`config.mk`:
```
export PLATFORM = sky130hd
export DESIGN_NAME = ats_top
export DESIGN_NICKNAME = d
export VERILOG_FILES = /design/src/ats_pkg.sv /design/src/ats_arm_sel.sv /design/src/ats_axil.sv /design/src/ats_top.sv
export VERILOG_INCLUDE_DIRS = /design/src
export SDC_FILE = /design/constraint.sdc
export NUM_CORES = 1
export LEC_CHECK = 0
export BUFFER_PORTS_ARGS = -buffer_cell sky130_fd_sc_hd__buf_2
export CAP_MARGIN = 20
export CORE_UTILIZATION = 55
export DETAILED_ROUTE_END_ITERATION = 10
export PLACE_DENSITY = 0.74
export SYNTH_ARGS = -nofsm -noshare
export SYNTH_HDL_FRONTEND = slang
export SYNTH_SLANG_ARGS = --single-unit
```
`constraint.sdc`:
```
create_clock -name aclk -period 5.4 [get_ports aclk]
set_input_delay 0.27 -clock aclk [delete_from_list [all_inputs] [get_ports aclk]]
set_output_delay 0.27 -clock aclk [all_outputs]
set_load 0.1 [all_outputs]
```
`src/ats_cfg.svh`:
```
// Behaviour
// RL1: sequencer has exactly four states: idle, initiated, wait-arm, wait-trigger.
// RL2: power-up, reset or abort always returns the sequencer to idle.
// RL3: configuration such as counts and arm settings loads only while idle.
// RL4: one sequencer drives both channels, so both share one state.
// RL5: a channel-qualified setting write replaces the shared setting for both channels.
// RL6: nonzero pre-arm count: request_a goes straight to wait-trigger and samples.
// RL7: pre-arm sampling runs until pre-arm count reached and an arm received.
// RL8: after the arm is accepted each sample needs a trigger event.
// RL9: pre-arm burst ends when pre plus post samples equal trigger count.
// RL10: zero pre-arm count: request_a goes to wait-arm without sampling.
// RL11: an arm event while waiting for arm moves to wait-trigger.
// RL12: post-arm path stays waiting for triggers until trigger count samples taken.
// RL13: after a burst, if arm count unmet, stay initiated and repeat.
// RL14: no sample is taken outside the wait-trigger state.
// RL15: when completed bursts reach the arm count, return to idle.
// RL16: two arm sources may be active; first event on either arms.
// RL17: force arm arms regardless of source, decrements remaining arms, no delay.
// RL18: arm count 1..65535 or unlimited post-arm only; 1..128 with pre-arm.
// RL19: nonzero pre-arm count selects pre-arm path, otherwise post-arm-only path.
`ifndef ATS_CFG_SVH
`define ATS_CFG_SVH

// ----------------------------------------------------------------------------
// register offsets
// ----------------------------------------------------------------------------
`define ATS_ADDR_W        8
`define ATS_OFF_CMD       8'h00
`define ATS_OFF_PRE_CH1   8'h04
`define ATS_OFF_PRE_CH2   8'h08
`define ATS_OFF_TRIG      8'h0C
`define ATS_OFF_ARMCNT    8'h10
`define ATS_OFF_SRC       8'h14
`define ATS_OFF_STAT      8'h18
`define ATS_OFF_PROG      8'h1C
`define ATS_OFF_SAMP      8'h20

// ----------------------------------------------------------------------------
// field positions
// ----------------------------------------------------------------------------
`define ATS_CMD_INIT      0
`define ATS_CMD_ABORT     1
`define ATS_CMD_FORCE     2
`define ATS_SRC1_LSB      0
`define ATS_SRC2_LSB      8
`define ATS_SRC_W         4
`define ATS_PROG_LEFT_LSB 16

// ----------------------------------------------------------------------------
// codes, limits and reset values
// ----------------------------------------------------------------------------
`define ATS_SRC_HOLD      4'h0
`define ATS_SRC_IMM       4'hF
`define ATS_PRE_ARM_MAX   16'h0080
`define ATS_RST_PRE       20'h00000
`define ATS_RST_TRIG      20'h00001
`define ATS_RST_ARMCNT    16'h0001
`define ATS_RST_SRC1      `ATS_SRC_IMM
`define ATS_RST_SRC2      `ATS_SRC_HOLD
`define ATS_RESP_OKAY     2'h0
`define ATS_RESP_SLVERR   2'h2

`endif

```
`src/ats_pkg.sv`:
```
package ats_pkg;

   // ----------------------------------------------------------------------------
   // sequencer states, gray along idle, initiated, wait-arm, wait-trigger
   // ----------------------------------------------------------------------------
   typedef enum logic [1:0] {
      ATS_IDLE  = 2'h0,
      ATS_INIT  = 2'h1,
      ATS_WARM  = 2'h3,
      ATS_WTRIG = 2'h2
   } ats_state_t;

endpackage : ats_pkg

```
`src/ats_arm_sel.sv`:
```
`timescale 1ns/1ps
`default_nettype none
`include "ats_cfg.svh"
module ats_arm_sel #(
   parameter int ARM_N = 8
) (
   // source selects
   input  wire logic [`ATS_SRC_W-1:0] src1,
   input  wire logic [`ATS_SRC_W-1:0] src2,
   // arm lines
   input  wire logic [ARM_N-1:0]      arm_in,
   // qualified arm
   output logic                       arm_event
);

   // ----------------------------------------------------------------------------
   // per-source qualification
   // ----------------------------------------------------------------------------
   wire  [ARM_N:0]            ext = {arm_in, 1'b0};
   wire  [`ATS_SRC_W-1:0]     src [2];
   logic [1:0]                hit;

   assign src[0] = src1;
   assign src[1] = src2;

   for (genvar i = 0; i < 2; i++) begin : g_src
      wire in_range = (32'(src[i]) <= ARM_N);
      wire imm      = (i == 0) && (src[i] == `ATS_SRC_IMM);
      assign hit[i] = imm || (in_range && (src[i] != `ATS_SRC_HOLD) && ext[src[i]]);
   end

   assign arm_event = |hit; // see RL16

endmodule : ats_arm_sel
`default_nettype wire

```
`src/ats_axil.sv`:
```
`timescale 1ns/1ps
`default_nettype none
`include "ats_cfg.svh"
module ats_axil (
   // clock and reset
   input  wire logic                   aclk,
   input  wire logic                   aresetn,
   // write channels
   input  wire logic [`ATS_ADDR_W-1:0] s_axi_awaddr,
   input  wire logic                   s_axi_awvalid,
   output logic                        s_axi_awready,
   input  wire logic [31:0]            s_axi_wdata,
   input  wire logic [3:0]             s_axi_wstrb,
   input  wire logic                   s_axi_wvalid,
   output logic                        s_axi_wready,
   output logic [1:0]                  s_axi_bresp,
   output logic                        s_axi_bvalid,
   input  wire logic                   s_axi_bready,
   // read channels
   input  wire logic                   s_axi_arvalid,
   output logic                        s_axi_arready,
   output logic [31:0]                 s_axi_rdata,
   output logic [1:0]                  s_axi_rresp,
   output logic                        s_axi_rvalid,
   input  wire logic                   s_axi_rready,
   // register side
   output logic                        wr_stb,
   output logic [`ATS_ADDR_W-1:0]      wr_addr,
   output logic [31:0]                 wr_data,
   output logic [3:0]                  wr_strb,
   input  wire logic                   wr_hit,
   input  wire logic [31:0]            rd_data,
   input  wire logic                   rd_hit
);

   // ----------------------------------------------------------------------------
   // handshake decode
   // ----------------------------------------------------------------------------
   wire aw_take = s_axi_awvalid && s_axi_awready;
   wire w_take  = s_axi_wvalid && s_axi_wready;
   wire b_done  = s_axi_bvalid && s_axi_bready;
   wire ar_take = s_axi_arvalid && s_axi_arready;
   wire r_done  = s_axi_rvalid && s_axi_rready;

   assign wr_stb = !s_axi_awready && !s_axi_wready && !s_axi_bvalid;

   // ----------------------------------------------------------------------------
   // write path
   // ----------------------------------------------------------------------------
   always_ff @(posedge aclk) begin
      if (!aresetn) begin
         s_axi_awready <= 1'b1;
         s_axi_wready  <= 1'b1;
         s_axi_bvalid  <= 1'b0;
         s_axi_bresp   <= `ATS_RESP_OKAY;
         wr_addr       <= '0;
         wr_data       <= '0;
         wr_strb       <= '0;
      end else begin
         if (aw_take) begin
            s_axi_awready <= 1'b0;
            wr_addr       <= s_axi_awaddr;
         end
         if (w_take) begin
            s_axi_wready <= 1'b0;
            wr_data      <= s_axi_wdata;
            wr_strb      <= s_axi_wstrb;
         end
         if (wr_stb) begin
            s_axi_bvalid <= 1'b1;
            s_axi_bresp  <= wr_hit ? `ATS_RESP_OKAY : `ATS_RESP_SLVERR;
         end
         if (b_done) begin
            s_axi_bvalid  <= 1'b0;
            s_axi_awready <= 1'b1;
            s_axi_wready  <= 1'b1;
         end
      end
   end

   // ----------------------------------------------------------------------------
   // read path
   // ----------------------------------------------------------------------------
   always_ff @(posedge aclk) begin
      if (!aresetn) begin
         s_axi_arready <= 1'b1;
         s_axi_rvalid  <= 1'b0;
         s_axi_rdata   <= '0;
         s_axi_rresp   <= `ATS_RESP_OKAY;
      end else if (ar_take) begin
         s_axi_arready <= 1'b0;
         s_axi_rvalid  <= 1'b1;
         s_axi_rdata   <= rd_hit ? rd_data : 32'h0000_0000;
         s_axi_rresp   <= rd_hit ? `ATS_RESP_OKAY : `ATS_RESP_SLVERR;
      end else if (r_done) begin
         s_axi_rvalid  <= 1'b0;
         s_axi_arready <= 1'b1;
      end
   end

endmodule : ats_axil
`default_nettype wire

```
`src/ats_top.sv`:
```
`timescale 1ns/1ps
`default_nettype none
`include "ats_cfg.svh"
module ats_top #(
   parameter int CNT_W = 20,
   parameter int ARM_W = 16,
   parameter int ARM_N = 8
) (
   // clock and reset
   input  wire logic                   aclk,
   input  wire logic                   aresetn,
   // axi4-lite write
   input  wire logic [`ATS_ADDR_W-1:0] s_axi_awaddr,
   input  wire logic                   s_axi_awvalid,
   output logic                        s_axi_awready,
   input  wire logic [31:0]            s_axi_wdata,
   input  wire logic [3:0]             s_axi_wstrb,
   input  wire logic                   s_axi_wvalid,
   output logic                        s_axi_wready,
   output logic [1:0]                  s_axi_bresp,
   output logic                        s_axi_bvalid,
   input  wire logic                   s_axi_bready,
   // axi4-lite read
   input  wire logic [`ATS_ADDR_W-1:0] s_axi_araddr,
   input  wire logic                   s_axi_arvalid,
   output logic                        s_axi_arready,
   output logic [31:0]                 s_axi_rdata,
   output logic [1:0]                  s_axi_rresp,
   output logic                        s_axi_rvalid,
   input  wire logic                   s_axi_rready,
   // arm and trigger events
   input  wire logic [ARM_N-1:0]       arm_in,
   input  wire logic                   trigger_in,
   // sample path, both channels
   output logic [1:0]                  sample_take,
   output logic                        seq_armed,
   output logic [1:0]                  seq_state,
   output logic                        burst_done
);

   // ----------------------------------------------------------------------------
   // declarations
   // ----------------------------------------------------------------------------
   ats_pkg::ats_state_t         state;
   ats_pkg::ats_state_t         next_state;
   logic [CNT_W-1:0]            pre_cfg;
   logic [CNT_W-1:0]            trig_cfg;
   logic [ARM_W-1:0]            arm_cfg;
   logic [`ATS_SRC_W-1:0]       src1_cfg;
   logic [`ATS_SRC_W-1:0]       src2_cfg;
   logic [CNT_W-1:0]            pre_cnt;
   logic [CNT_W-1:0]            post_cnt;
   logic [ARM_W-1:0]            burst_cnt;
   logic [ARM_W-1:0]            arm_left;
   logic                        armed;
   logic                        arm_seen;
   logic                        cfg_err;
   logic                        wr_stb;
   logic [`ATS_ADDR_W-1:0]      wr_addr;
   logic [31:0]                 wr_data;
   logic [3:0]                  wr_strb;
   logic [31:0]                 rd_data;
   logic                        sel_arm;
   logic [31:0]                 merged;
   logic                        wr_hit;
   logic                        rd_hit;

   // ----------------------------------------------------------------------------
   // bus slave
   // ----------------------------------------------------------------------------
   ats_axil u_axil (
      .aclk          (aclk),
      .aresetn       (aresetn),
      .s_axi_awaddr  (s_axi_awaddr),
      .s_axi_awvalid (s_axi_awvalid),
      .s_axi_awready (s_axi_awready),
      .s_axi_wdata   (s_axi_wdata),
      .s_axi_wstrb   (s_axi_wstrb),
      .s_axi_wvalid  (s_axi_wvalid),
      .s_axi_wready  (s_axi_wready),
      .s_axi_bresp   (s_axi_bresp),
      .s_axi_bvalid  (s_axi_bvalid),
      .s_axi_bready  (s_axi_bready),
      .s_axi_arvalid (s_axi_arvalid),
      .s_axi_arready (s_axi_arready),
      .s_axi_rdata   (s_axi_rdata),
      .s_axi_rresp   (s_axi_rresp),
      .s_axi_rvalid  (s_axi_rvalid),
      .s_axi_rready  (s_axi_rready),
      .wr_stb        (wr_stb),
      .wr_addr       (wr_addr),
      .wr_data       (wr_data),
      .wr_strb       (wr_strb),
      .wr_hit        (wr_hit),
      .rd_data       (rd_data),
      .rd_hit        (rd_hit)
   );

   // ----------------------------------------------------------------------------
   // arm source selection
   // ----------------------------------------------------------------------------
   ats_arm_sel #(
      .ARM_N (ARM_N)
   ) u_arm_sel (
      .src1      (src1_cfg),
      .src2      (src2_cfg),
      .arm_in    (arm_in),
      .arm_event (sel_arm)
   );

   // ----------------------------------------------------------------------------
   // write decode
   // ----------------------------------------------------------------------------
   wire is_idle   = (state == ats_pkg::ATS_IDLE);
   wire a_cmd     = (wr_addr == `ATS_OFF_CMD);
   wire a_pre     = (wr_addr == `ATS_OFF_PRE_CH1) || (wr_addr == `ATS_OFF_PRE_CH2);
   wire a_trig    = (wr_addr == `ATS_OFF_TRIG);
   wire a_armcnt  = (wr_addr == `ATS_OFF_ARMCNT);
   wire a_src     = (wr_addr == `ATS_OFF_SRC);
   wire a_cfg     = a_pre || a_trig || a_armcnt || a_src;
   assign wr_hit  = a_cmd || a_cfg;
   wire cfg_wr    = wr_stb && a_cfg;
   wire cfg_ok    = cfg_wr && is_idle;                          // see RL3
   wire cfg_refuse = cfg_wr && !is_idle;                        // see RL3
   wire cmd_wr    = wr_stb && a_cmd && wr_strb[0];
   wire init_req  = cmd_wr && wr_data[`ATS_CMD_INIT];
   wire abort_req = cmd_wr && wr_data[`ATS_CMD_ABORT];
   wire force_req = cmd_wr && wr_data[`ATS_CMD_FORCE];

   always_comb begin
      for (int b = 0; b < 4; b++) begin
         merged[8*b +: 8] = wr_strb[b] ? wr_data[8*b +: 8] : 8'h00;
      end
   end

   // ----------------------------------------------------------------------------
   // read decode
   // ----------------------------------------------------------------------------
   wire r_stat = (s_axi_araddr == `ATS_OFF_STAT);
   wire r_prog = (s_axi_araddr == `ATS_OFF_PROG);
   wire r_samp = (s_axi_araddr == `ATS_OFF_SAMP);
   wire r_pre  = (s_axi_araddr == `ATS_OFF_PRE_CH1) || (s_axi_araddr == `ATS_OFF_PRE_CH2);
   wire r_trig = (s_axi_araddr == `ATS_OFF_TRIG);
   wire r_arm  = (s_axi_araddr == `ATS_OFF_ARMCNT);
   wire r_src  = (s_axi_araddr == `ATS_OFF_SRC);
   wire r_cmd  = (s_axi_araddr == `ATS_OFF_CMD);
   assign rd_hit = r_stat || r_prog || r_samp || r_pre || r_trig || r_arm || r_src || r_cmd;
   wire [31:0] stat_word = {27'h0000000, cfg_err, arm_seen, armed, 2'(state)};
   wire [31:0] prog_word = {arm_left, burst_cnt};
   wire [31:0] src_word  = {20'h00000, src2_cfg, 4'h0, src1_cfg};
   wire [CNT_W-1:0] samp_cnt = pre_cnt + post_cnt;

   assign rd_data = r_stat ? stat_word :
                    r_prog ? prog_word :
                    r_samp ? 32'(samp_cnt) :
                    r_pre  ? 32'(pre_cfg) :
                    r_trig ? 32'(trig_cfg) :
                    r_arm  ? 32'(arm_cfg) :
                    r_src  ? src_word : 32'h0000_0000;

   // ----------------------------------------------------------------------------
   // request_a checks
   // ----------------------------------------------------------------------------
   wire pre_path   = (pre_cfg != '0);                           // see RL19
   wire arm_bad    = pre_path && ((arm_cfg == '0) ||
                     (32'(arm_cfg) > 32'(`ATS_PRE_ARM_MAX)));   // see RL18
   wire init_bad   = arm_bad || (trig_cfg == '0) || (pre_cfg >= trig_cfg);
   wire init_ok    = init_req && is_idle && !init_bad && !abort_req;
   wire init_fail  = init_req && is_idle && init_bad;

   // ----------------------------------------------------------------------------
   // arm and sample events
   // ----------------------------------------------------------------------------
   wire in_warm    = (state == ats_pkg::ATS_WARM);
   wire in_wtrig   = (state == ats_pkg::ATS_WTRIG);
   wire arm_any    = sel_arm || force_req;                      // see RL16, RL17
   wire arm_open   = in_warm || (in_wtrig && !armed);
   wire pre_done   = (pre_cnt == pre_cfg);
   wire arm_go_pre = in_wtrig && !armed && pre_done && (arm_seen || arm_any); // see RL7
   wire arm_go_post = in_warm && arm_any;                       // see RL11
   wire arm_go     = arm_go_pre || arm_go_post;
   wire trig_take  = in_wtrig && trigger_in;                    // see RL14
   wire [CNT_W:0] total_next = {1'b0, pre_cfg} + {1'b0, post_cnt} + {{CNT_W{1'b0}}, 1'b1};
   wire burst_end  = trig_take && armed && (total_next == {1'b0, trig_cfg}); // see RL9, RL12
   wire [ARM_W-1:0] burst_next = burst_cnt + {{(ARM_W-1){1'b0}}, 1'b1};
   wire last_burst = (arm_cfg != '0) && (burst_next == arm_cfg);           // see RL15

   // ----------------------------------------------------------------------------
   // next state
   // ----------------------------------------------------------------------------
   always_comb begin // see RL1
      next_state = state;
      case (state)
         ats_pkg::ATS_IDLE: begin
            if (init_ok) next_state = ats_pkg::ATS_INIT;
         end
         ats_pkg::ATS_INIT: begin
            next_state = pre_path ? ats_pkg::ATS_WTRIG : ats_pkg::ATS_WARM; // see RL6, RL10
         end
         ats_pkg::ATS_WARM: begin
            if (arm_go_post) next_state = ats_pkg::ATS_WTRIG;   // see RL11
         end
         ats_pkg::ATS_WTRIG: begin
            if (burst_end) next_state = last_burst ? ats_pkg::ATS_IDLE
                                                   : ats_pkg::ATS_INIT; // see RL13
         end
         default: begin
            next_state = ats_pkg::ATS_IDLE;
         end
      endcase
      if (abort_req) next_state = ats_pkg::ATS_IDLE;            // see RL2
   end

   always_ff @(posedge aclk) begin
      if (!aresetn) state <= ats_pkg::ATS_IDLE;                 // see RL2
      else state <= next_state;
   end

   // ----------------------------------------------------------------------------
   // configuration, shared by both channels
   // ----------------------------------------------------------------------------
   always_ff @(posedge aclk) begin
      if (!aresetn) begin
         pre_cfg  <= `ATS_RST_PRE;
         trig_cfg <= `ATS_RST_TRIG;
         arm_cfg  <= `ATS_RST_ARMCNT;
         src1_cfg <= `ATS_RST_SRC1;
         src2_cfg <= `ATS_RST_SRC2;
      end else if (cfg_ok) begin
         if (a_pre) pre_cfg <= merged[CNT_W-1:0];               // see RL5
         if (a_trig) trig_cfg <= merged[CNT_W-1:0];
         if (a_armcnt) arm_cfg <= merged[ARM_W-1:0];
         if (a_src && wr_strb[0]) src1_cfg <= wr_data[`ATS_SRC1_LSB +: `ATS_SRC_W];
         if (a_src && wr_strb[1]) src2_cfg <= wr_data[`ATS_SRC2_LSB +: `ATS_SRC_W];
      end
   end

   // ----------------------------------------------------------------------------
   // sequencing counters and flags
   // ----------------------------------------------------------------------------
   always_ff @(posedge aclk) begin
      if (!aresetn || state == ats_pkg::ATS_INIT || is_idle) begin
         pre_cnt  <= '0;
         post_cnt <= '0;
      end else if (trig_take && armed) begin
         post_cnt <= post_cnt + {{(CNT_W-1){1'b0}}, 1'b1};      // see RL8
      end else if (trig_take && !pre_done) begin
         pre_cnt <= pre_cnt + {{(CNT_W-1){1'b0}}, 1'b1};        // see RL6
      end
   end

   always_ff @(posedge aclk) begin
      if (!aresetn) begin
         burst_cnt <= '0;
         arm_left  <= '0;
      end else if (init_ok) begin
         burst_cnt <= '0;
         arm_left  <= arm_cfg;
      end else begin
         if (burst_end) burst_cnt <= burst_next;                // see RL13
         if (arm_go && arm_left != '0)
            arm_left <= arm_left - {{(ARM_W-1){1'b0}}, 1'b1};   // see RL17
      end
   end

   always_ff @(posedge aclk) begin
      if (!aresetn) begin
         armed    <= 1'b0;
         arm_seen <= 1'b0;
         cfg_err  <= 1'b0;
      end else begin
         armed    <= (next_state == ats_pkg::ATS_WTRIG) && (armed || arm_go);
         arm_seen <= (next_state == ats_pkg::ATS_WTRIG) && !armed && !arm_go &&
                     (arm_seen || (arm_open && arm_any));       // see RL7
         if (init_fail || cfg_refuse) cfg_err <= 1'b1;          // see RL3, RL18
         else if (init_ok || cfg_ok) cfg_err <= 1'b0;
      end
   end

   // ----------------------------------------------------------------------------
   // outputs
   // ----------------------------------------------------------------------------
   always_ff @(posedge aclk) begin
      if (!aresetn) begin
         sample_take <= 2'h0;
         burst_done  <= 1'b0;
      end else begin
         sample_take <= {2{trig_take}};                         // see RL4, RL14
         burst_done  <= burst_end;
      end
   end

   assign seq_state = 2'(state);                                // see RL4
   assign seq_armed = armed;

endmodule : ats_top
`default_nettype wire

```
* After elaboration in Yosys (flattened, before gate mapping)
Cells that the tools add are included.
Storage, ports and cells: bits in registers 215, input bits 68, output and inout port bits 47
Operators by class: $add $sub $neg 7, reduce and logical (&&, ||, !) cells 100, bitwise gates (word level) 2, equality and inequality tests 21, multiplexer cells 32, $lt $le $gt $ge 6
Operators by type and width (count):
- 32-bit two-way mux | 3
- 20-bit two-way mux | 3
- 8-bit by 5-bit equality test with 1-bit output, second input constant | 6
- 16-bit two-way mux | 3
- 1-bit logical AND | 41
- 20-bit by 1-bit adder with 20-bit output, second input constant | 2
- 8-bit by 4-bit equality test with 1-bit output, second input constant | 4
- 16-bit nonzero test | 2
- 1-bit logical OR | 27
- 20-bit by 20-bit adder with 21-bit output | 1
- 21-bit by 1-bit adder with 21-bit output, second input constant | 1
- 21-bit by 20-bit equality test with 1-bit output | 1
- 20-bit adder | 1
- 20-bit equality test | 1
- 20-bit greater-or-equal comparator | 1
- 20-bit logical NOT | 1
- 20-bit nonzero test | 1
- 16-bit by 1-bit adder with 16-bit output, second input constant | 1
- 16-bit equality test | 1
- 8-bit by 3-bit equality test with 1-bit output, second input constant | 2
- 16-bit by 8-bit greater-than comparator with 1-bit output, second input constant | 1
- 16-bit logical NOT | 1
- 8-bit logical NOT | 2
- 8-bit two-way mux | 2
- 20 further kinds | 59

* Logic depth before layout (Yosys ltp)
word-level depth 16, gate-level depth with buffers 15, mapped depth without buffers 13

* Cells and area by module
Synthesis repeated with hierarchy kept, for this count alone.
Second synthesis, totals: cell total of the unflattened synthesis 1773, area, all modules 14491.4 um^2
By module, submodules not included:
- ats_top | times used 1, cells an instance 1378, area an instance 10742.8 um^2, seq. area each 2862.7 um^2
- ats_axil | times used 1, cells an instance 378, area an instance 3585.9 um^2, seq. area each 1661.6 um^2
- ats_arm_sel | times used 1, cells an instance 17, area an instance 162.7 um^2, seq. area each 0.0 um^2

* Least setup slack after synthesis
OpenSTA, ideal clock, no wires.
path type reg2reg, start register state[1], in the netlist seq_state[1], end register burst_cnt[9], required time 5328 ps, cell stages (with the launch flop) 12, slack 1925 ps, arrival 3403 ps, path buffers 3, library setup time 72 ps, path through dfxtp_1 -> buf_4 -> nor2b_1 -> and3_1 -> buf_2 -> o211ai_1 -> or4_1 -> nor4_2 -> nand4_2 -> buf_6 -> nor4b_2 -> mux2i_1
Between the ends: word-level cells in the longest chain between the ends 5, elaborated cells on any way between the ends 9
Ends and longest elaborated chain:
- from (decl) | RTL line ats_top.sv:44 | ats_pkg::ats_state_t state;
- from (signal assigned) | RTL line ats_top.sv:215 | if (!aresetn) state <= ats_pkg::ATS_IDLE;
- from (signal assigned) | RTL line ats_top.sv:216 | else state <= next_state;
- 2-bit logical NOT | RTL line ats_top.sv:114 | wire is_idle = (state == ats_pkg::ATS_IDLE);
- 1-bit logical AND (3 in a row) | RTL line ats_top.sv:168 | wire init_ok = init_req && is_idle && !init_bad && !abort_req;
- 2-bit OR reduction (no line)
- to (signal assigned) | RTL line ats_top.sv:260 | if (burst_end) burst_cnt <= burst_next;
- to (decl) | RTL line ats_top.sv:53 | logic [ARM_W-1:0] burst_cnt;
Parallel ways exist; a longest one is shown, timed or not. A chain may end at the register's enable or synchronous reset.

* Worst setup path in the final report
start register pre_cfg[0], end register burst_cnt[1]
Between the ends: word-level cells in the longest chain between the ends 8, elaborated cells on any way between the ends 13
Ends and longest elaborated chain:
- from (decl) | RTL line ats_top.sv:46 | logic [CNT_W-1:0] pre_cfg;
- from (signal assigned) | RTL line ats_top.sv:224 | pre_cfg <= `ATS_RST_PRE;
- from (signal assigned) | RTL line ats_top.sv:230 | if (a_pre) pre_cfg <= merged[CNT_W-1:0];
- branches (longest 8 deep; another with 20-bit by 20-bit adder with 21-bit output)
Several ways; the timed one is not identified.

==> metrics.yaml <==
placed_area_um2: 14000
p_sw_w: 0.000961
dp_hpwl_um: 31900
synthAdderAreaFrac: 0.0622
period_share: 0.831
vias_per_cell: 6.34
pwr-share-seq: 0.460
max_freq_mhz: 223
status: "finished, violations left"
groute.usage.overall: 0.350
setup_slack_ns: 0.911
cts_buffers: 24
path_clk_slew_ns: 0.06
clock_skew_ns: 0.0129
yosysMostFrequentCell: "nand2_1"
max-slew-margin-rel: 0.373
cts.sinks: 213
synth.distinct_cells: 84
ctsResizeCount: 0
cp-end-kind: "flip-flop"
first_pass_iters: 9
drv_cap: 0
hp-class: "primary input to flip-flop"
cts-root-buf: "clkbuf_16"
synth_cells: 1695
reg2reg_depth: 12
cp-start-kind: "flip-flop"
post_cts_buffers: 0
syn_area_um2: 13300
path_max_fanout: 15
finalHoldViolations: 0
muxShareOfSynthArea: 0.0324
ys_seq_area_frac: 0.320
rsz0062_at_grt: "no"
synthTopCellsByArea: "dfxtp_1, nand2_1, a21oi_1"
cp_top_family: "simple AND/OR/NAND/NOR gates"
finish.instance_area_um2: 15000
ys_seq_elements: 213
crit_buf_inv: 2
core_area_um2: 23600
tightest_slew_ns: 0.938
vias: 13400
fp.dieH_um: 158
synthSimpleGateAreaFrac: 0.261
slew_violations: 0
post_drt_wl_per_cell_um: 20.7
synth.top_cells.by_count: "nand2_1, dfxtp_1, a21oi_1, nor2_1, nand3_1"
place_congestion: 1.00
crit_required_ns: 5.86
whs_endpoint: "u_axil.wr_data[5]"
drt-initial-drc-count: 1411
synth_edf_count: 0
hold_start: "s_axi_wdata[5]"
pin_count: 115
regArea_um2: 4260
initial_core_util: 0.564
pre_cts_ws_ns: 0.984
layout-drive-gt1-share: 0.108
r2r_start: "pre_cfg[0]"
wl_um: 43600
grt_first_pass_wirelength_um: 66600
period_needed_ns: 4.49
synth.top_cell.area_share: 0.320
fill_cells: 2124
tns_ns: 0
drc: 1
synth-compound-area-share: 0.197
die-area_um2: 24800
path_class: "flip-flop to flip-flop"
synth_top_family_by_area: "simple AND/OR/NAND/NOR gates"
clockBufferDepth: 3
multi_input_area_um2: 8540
synth_xor_area_frac: 0.0846
syn2layout_area_growth_pct: 12.8
overflow: 0
clock_latency_ns: 0.53
yosysTopAreaCell: "dfxtp_1"
portBuffers: 99
antenna_found_initial: 1
num_rows: 56
finalSetupViolCount: 0
violations: "design-rule violations"
grt_max_degree: 76
grt_pass1_vias: 12000
rr_endpoint: "burst_cnt[1]"
die_x_um: 158
cts.htree.levels: 1
cpMaxStageDelayCell: "nor3_2"
power.density_nw_per_um2: 243
ant_nets: 0
cellLeakagePower_nw: 5.78
synth_warnings: 0
ys_async_sr_fraction: 0
p_sw_frac: 0.263
nets: 1904
reg2reg_setup_slack_ns: 0.91
whs_path_depth: 3
slowest_delay_ns: 0.67
peakVddDrop_mv: 0.200
cts_tree: "built"
synth_ff_type: "dfxtp_1"
internal_power_w: 0.00269
clkPwrFrac: 0.442
worstPathCellList: "inv_1 > ha_1 > inv_1 > fa_1 > xor2_1 > nor4_2 > o311ai_1 > or4_1 > nor4_2 > nand4_2 > nor3_2 > mux2i_1"
combPwrFrac: 0.098
arrival_ns: 4.95
syn_avg_cell_area_um2: 7.86
insertedDiodeCount: 0
-- power groups by stage --
stage	logic [W]	clock network (W)	registers, W
4_1_cts	0.000353	0.00163	0.00168
2_1_floorplan	0.000239	0	0.00172
3_3_place_gp	0.000331	0	0.00171
5_1_grt	0.000398	0.00169	0.00168
6_report	0.000357	0.00162	0.00168
3_5_place_dp	0.000338	0	0.00171
-- cell families (layout without fill, tap and decap cells) --
family                   Yosys count  count (layout)
multiplexers                      40              40
adder cells (fa/ha/maj)           65              65
AND/OR/NAND/NOR                  700             700
XOR/XNOR                         127             127
AO/OA/AOI/OAI                    410             410
flip-flops                       213             213
buffers and inverters            139             230
other                              1               2
-- layout make-up --
type,instances,area share
multi-input combinational,1344,0.569
sequential,213,0.284
timing repair buffer,141,0.0580
clock buffer,35,0.0441
tap,319,0.0266
inverter,47,0.0119
clock inverter,7,0.00691
-- per-layer routing --
metal  wire, um  part of all wire  global-route usage
met5         13           0.00030                   0
met4       2000             0.046               0.144
met3       4230             0.097              0.0668
met2      18800              0.43               0.538
met1      18600              0.43               0.480
-- placed cells by master, fill, tap and decap left out, drive strengths merged, types with 6 or more instances in the layout --
master	Yosys	final
o211ai	10	10
ha	63	63
nor3	34	34
and3	24	24
and4	7	7
a222oi	7	7
a22oi	28	28
xnor2	72	72
nand2	231	231
a21o	21	21
nor4b	11	11
o22ai	7	7
nand4	31	31
o21ai	55	55
nor2b	10	10
a21oi	172	172
mux2i	33	33
o21a	10	10
a31oi	10	10
dlygate4sd3	0	24
clkbuf	76	35
or3	23	23
nor2	146	146
or2	6	6
inv	47	47
a211oi	14	14
a22o	6	6
nand3	82	82
xor2	54	54
dfxtp	213	213
a221oi	14	14
and2	9	9
buf	16	117
nand2b	30	30
nor4	43	43
-- flip-flops by register name, summed over array words and instances, names as in the netlist, 2 cells and up --
name                flops
u_axil.s_axi_rdata     32
post_cnt               20
pre_cfg                20
pre_cnt                20
trig_cfg               20
u_axil.wr_data         20
arm_cfg                16
arm_left               16
burst_cnt              16
u_axil.wr_addr          8
src1_cfg                4
src2_cfg                4
u_axil.wr_strb          3
seq_state               2
-- worst reg2reg max path, stage by stage, from the launching register on --
cell and delay [ns]:
dfxtp_1 0.51, inv_1 0.12, ha_1 0.23, inv_1 0.07, fa_1 0.42, xor2_1 0.16, nor4_2 0.37, o311ai_1 0.16
or4_1 0.51, nor4_2 0.34, nand4_2 0.61, nor3_2 0.69, mux2i_1 0.24
-- per-stage QoR --
step	total power (W)	instances	utilization	hold WS, ns
floorplan	0.00196	1696	-	0.370
global placement	0.00204	2039	0.593	0.445
detailed placement	0.00205	2039	0.593	0.446
CTS	0.00366	2105	0.636	0.000270
global route	0.00377	2106	0.636	0.0112
finish	0.00365	2106	0.636	0.00808
-- what timing repair did --
action	CTS	global route
hold buffers	24	0
hold endpoints to repair	23	0
setup endpoints to repair	0	0
-- worst max-delay path by stage --
stage | startpoint | end | cells past startpoint
after global placement | pre_cfg[0] | burst_cnt[0] | 12
final | pre_cfg[0] | burst_cnt[1] | 12
after global routing | pre_cfg[0] | burst_cnt[0] | 12
after floorplan | seq_state[1] | burst_cnt[9] | 11
after detailed placement | pre_cfg[0] | burst_cnt[0] | 12
after CTS | pre_cfg[0] | burst_cnt[0] | 12
Note: power is estimated with default switching activity, not from simulation.
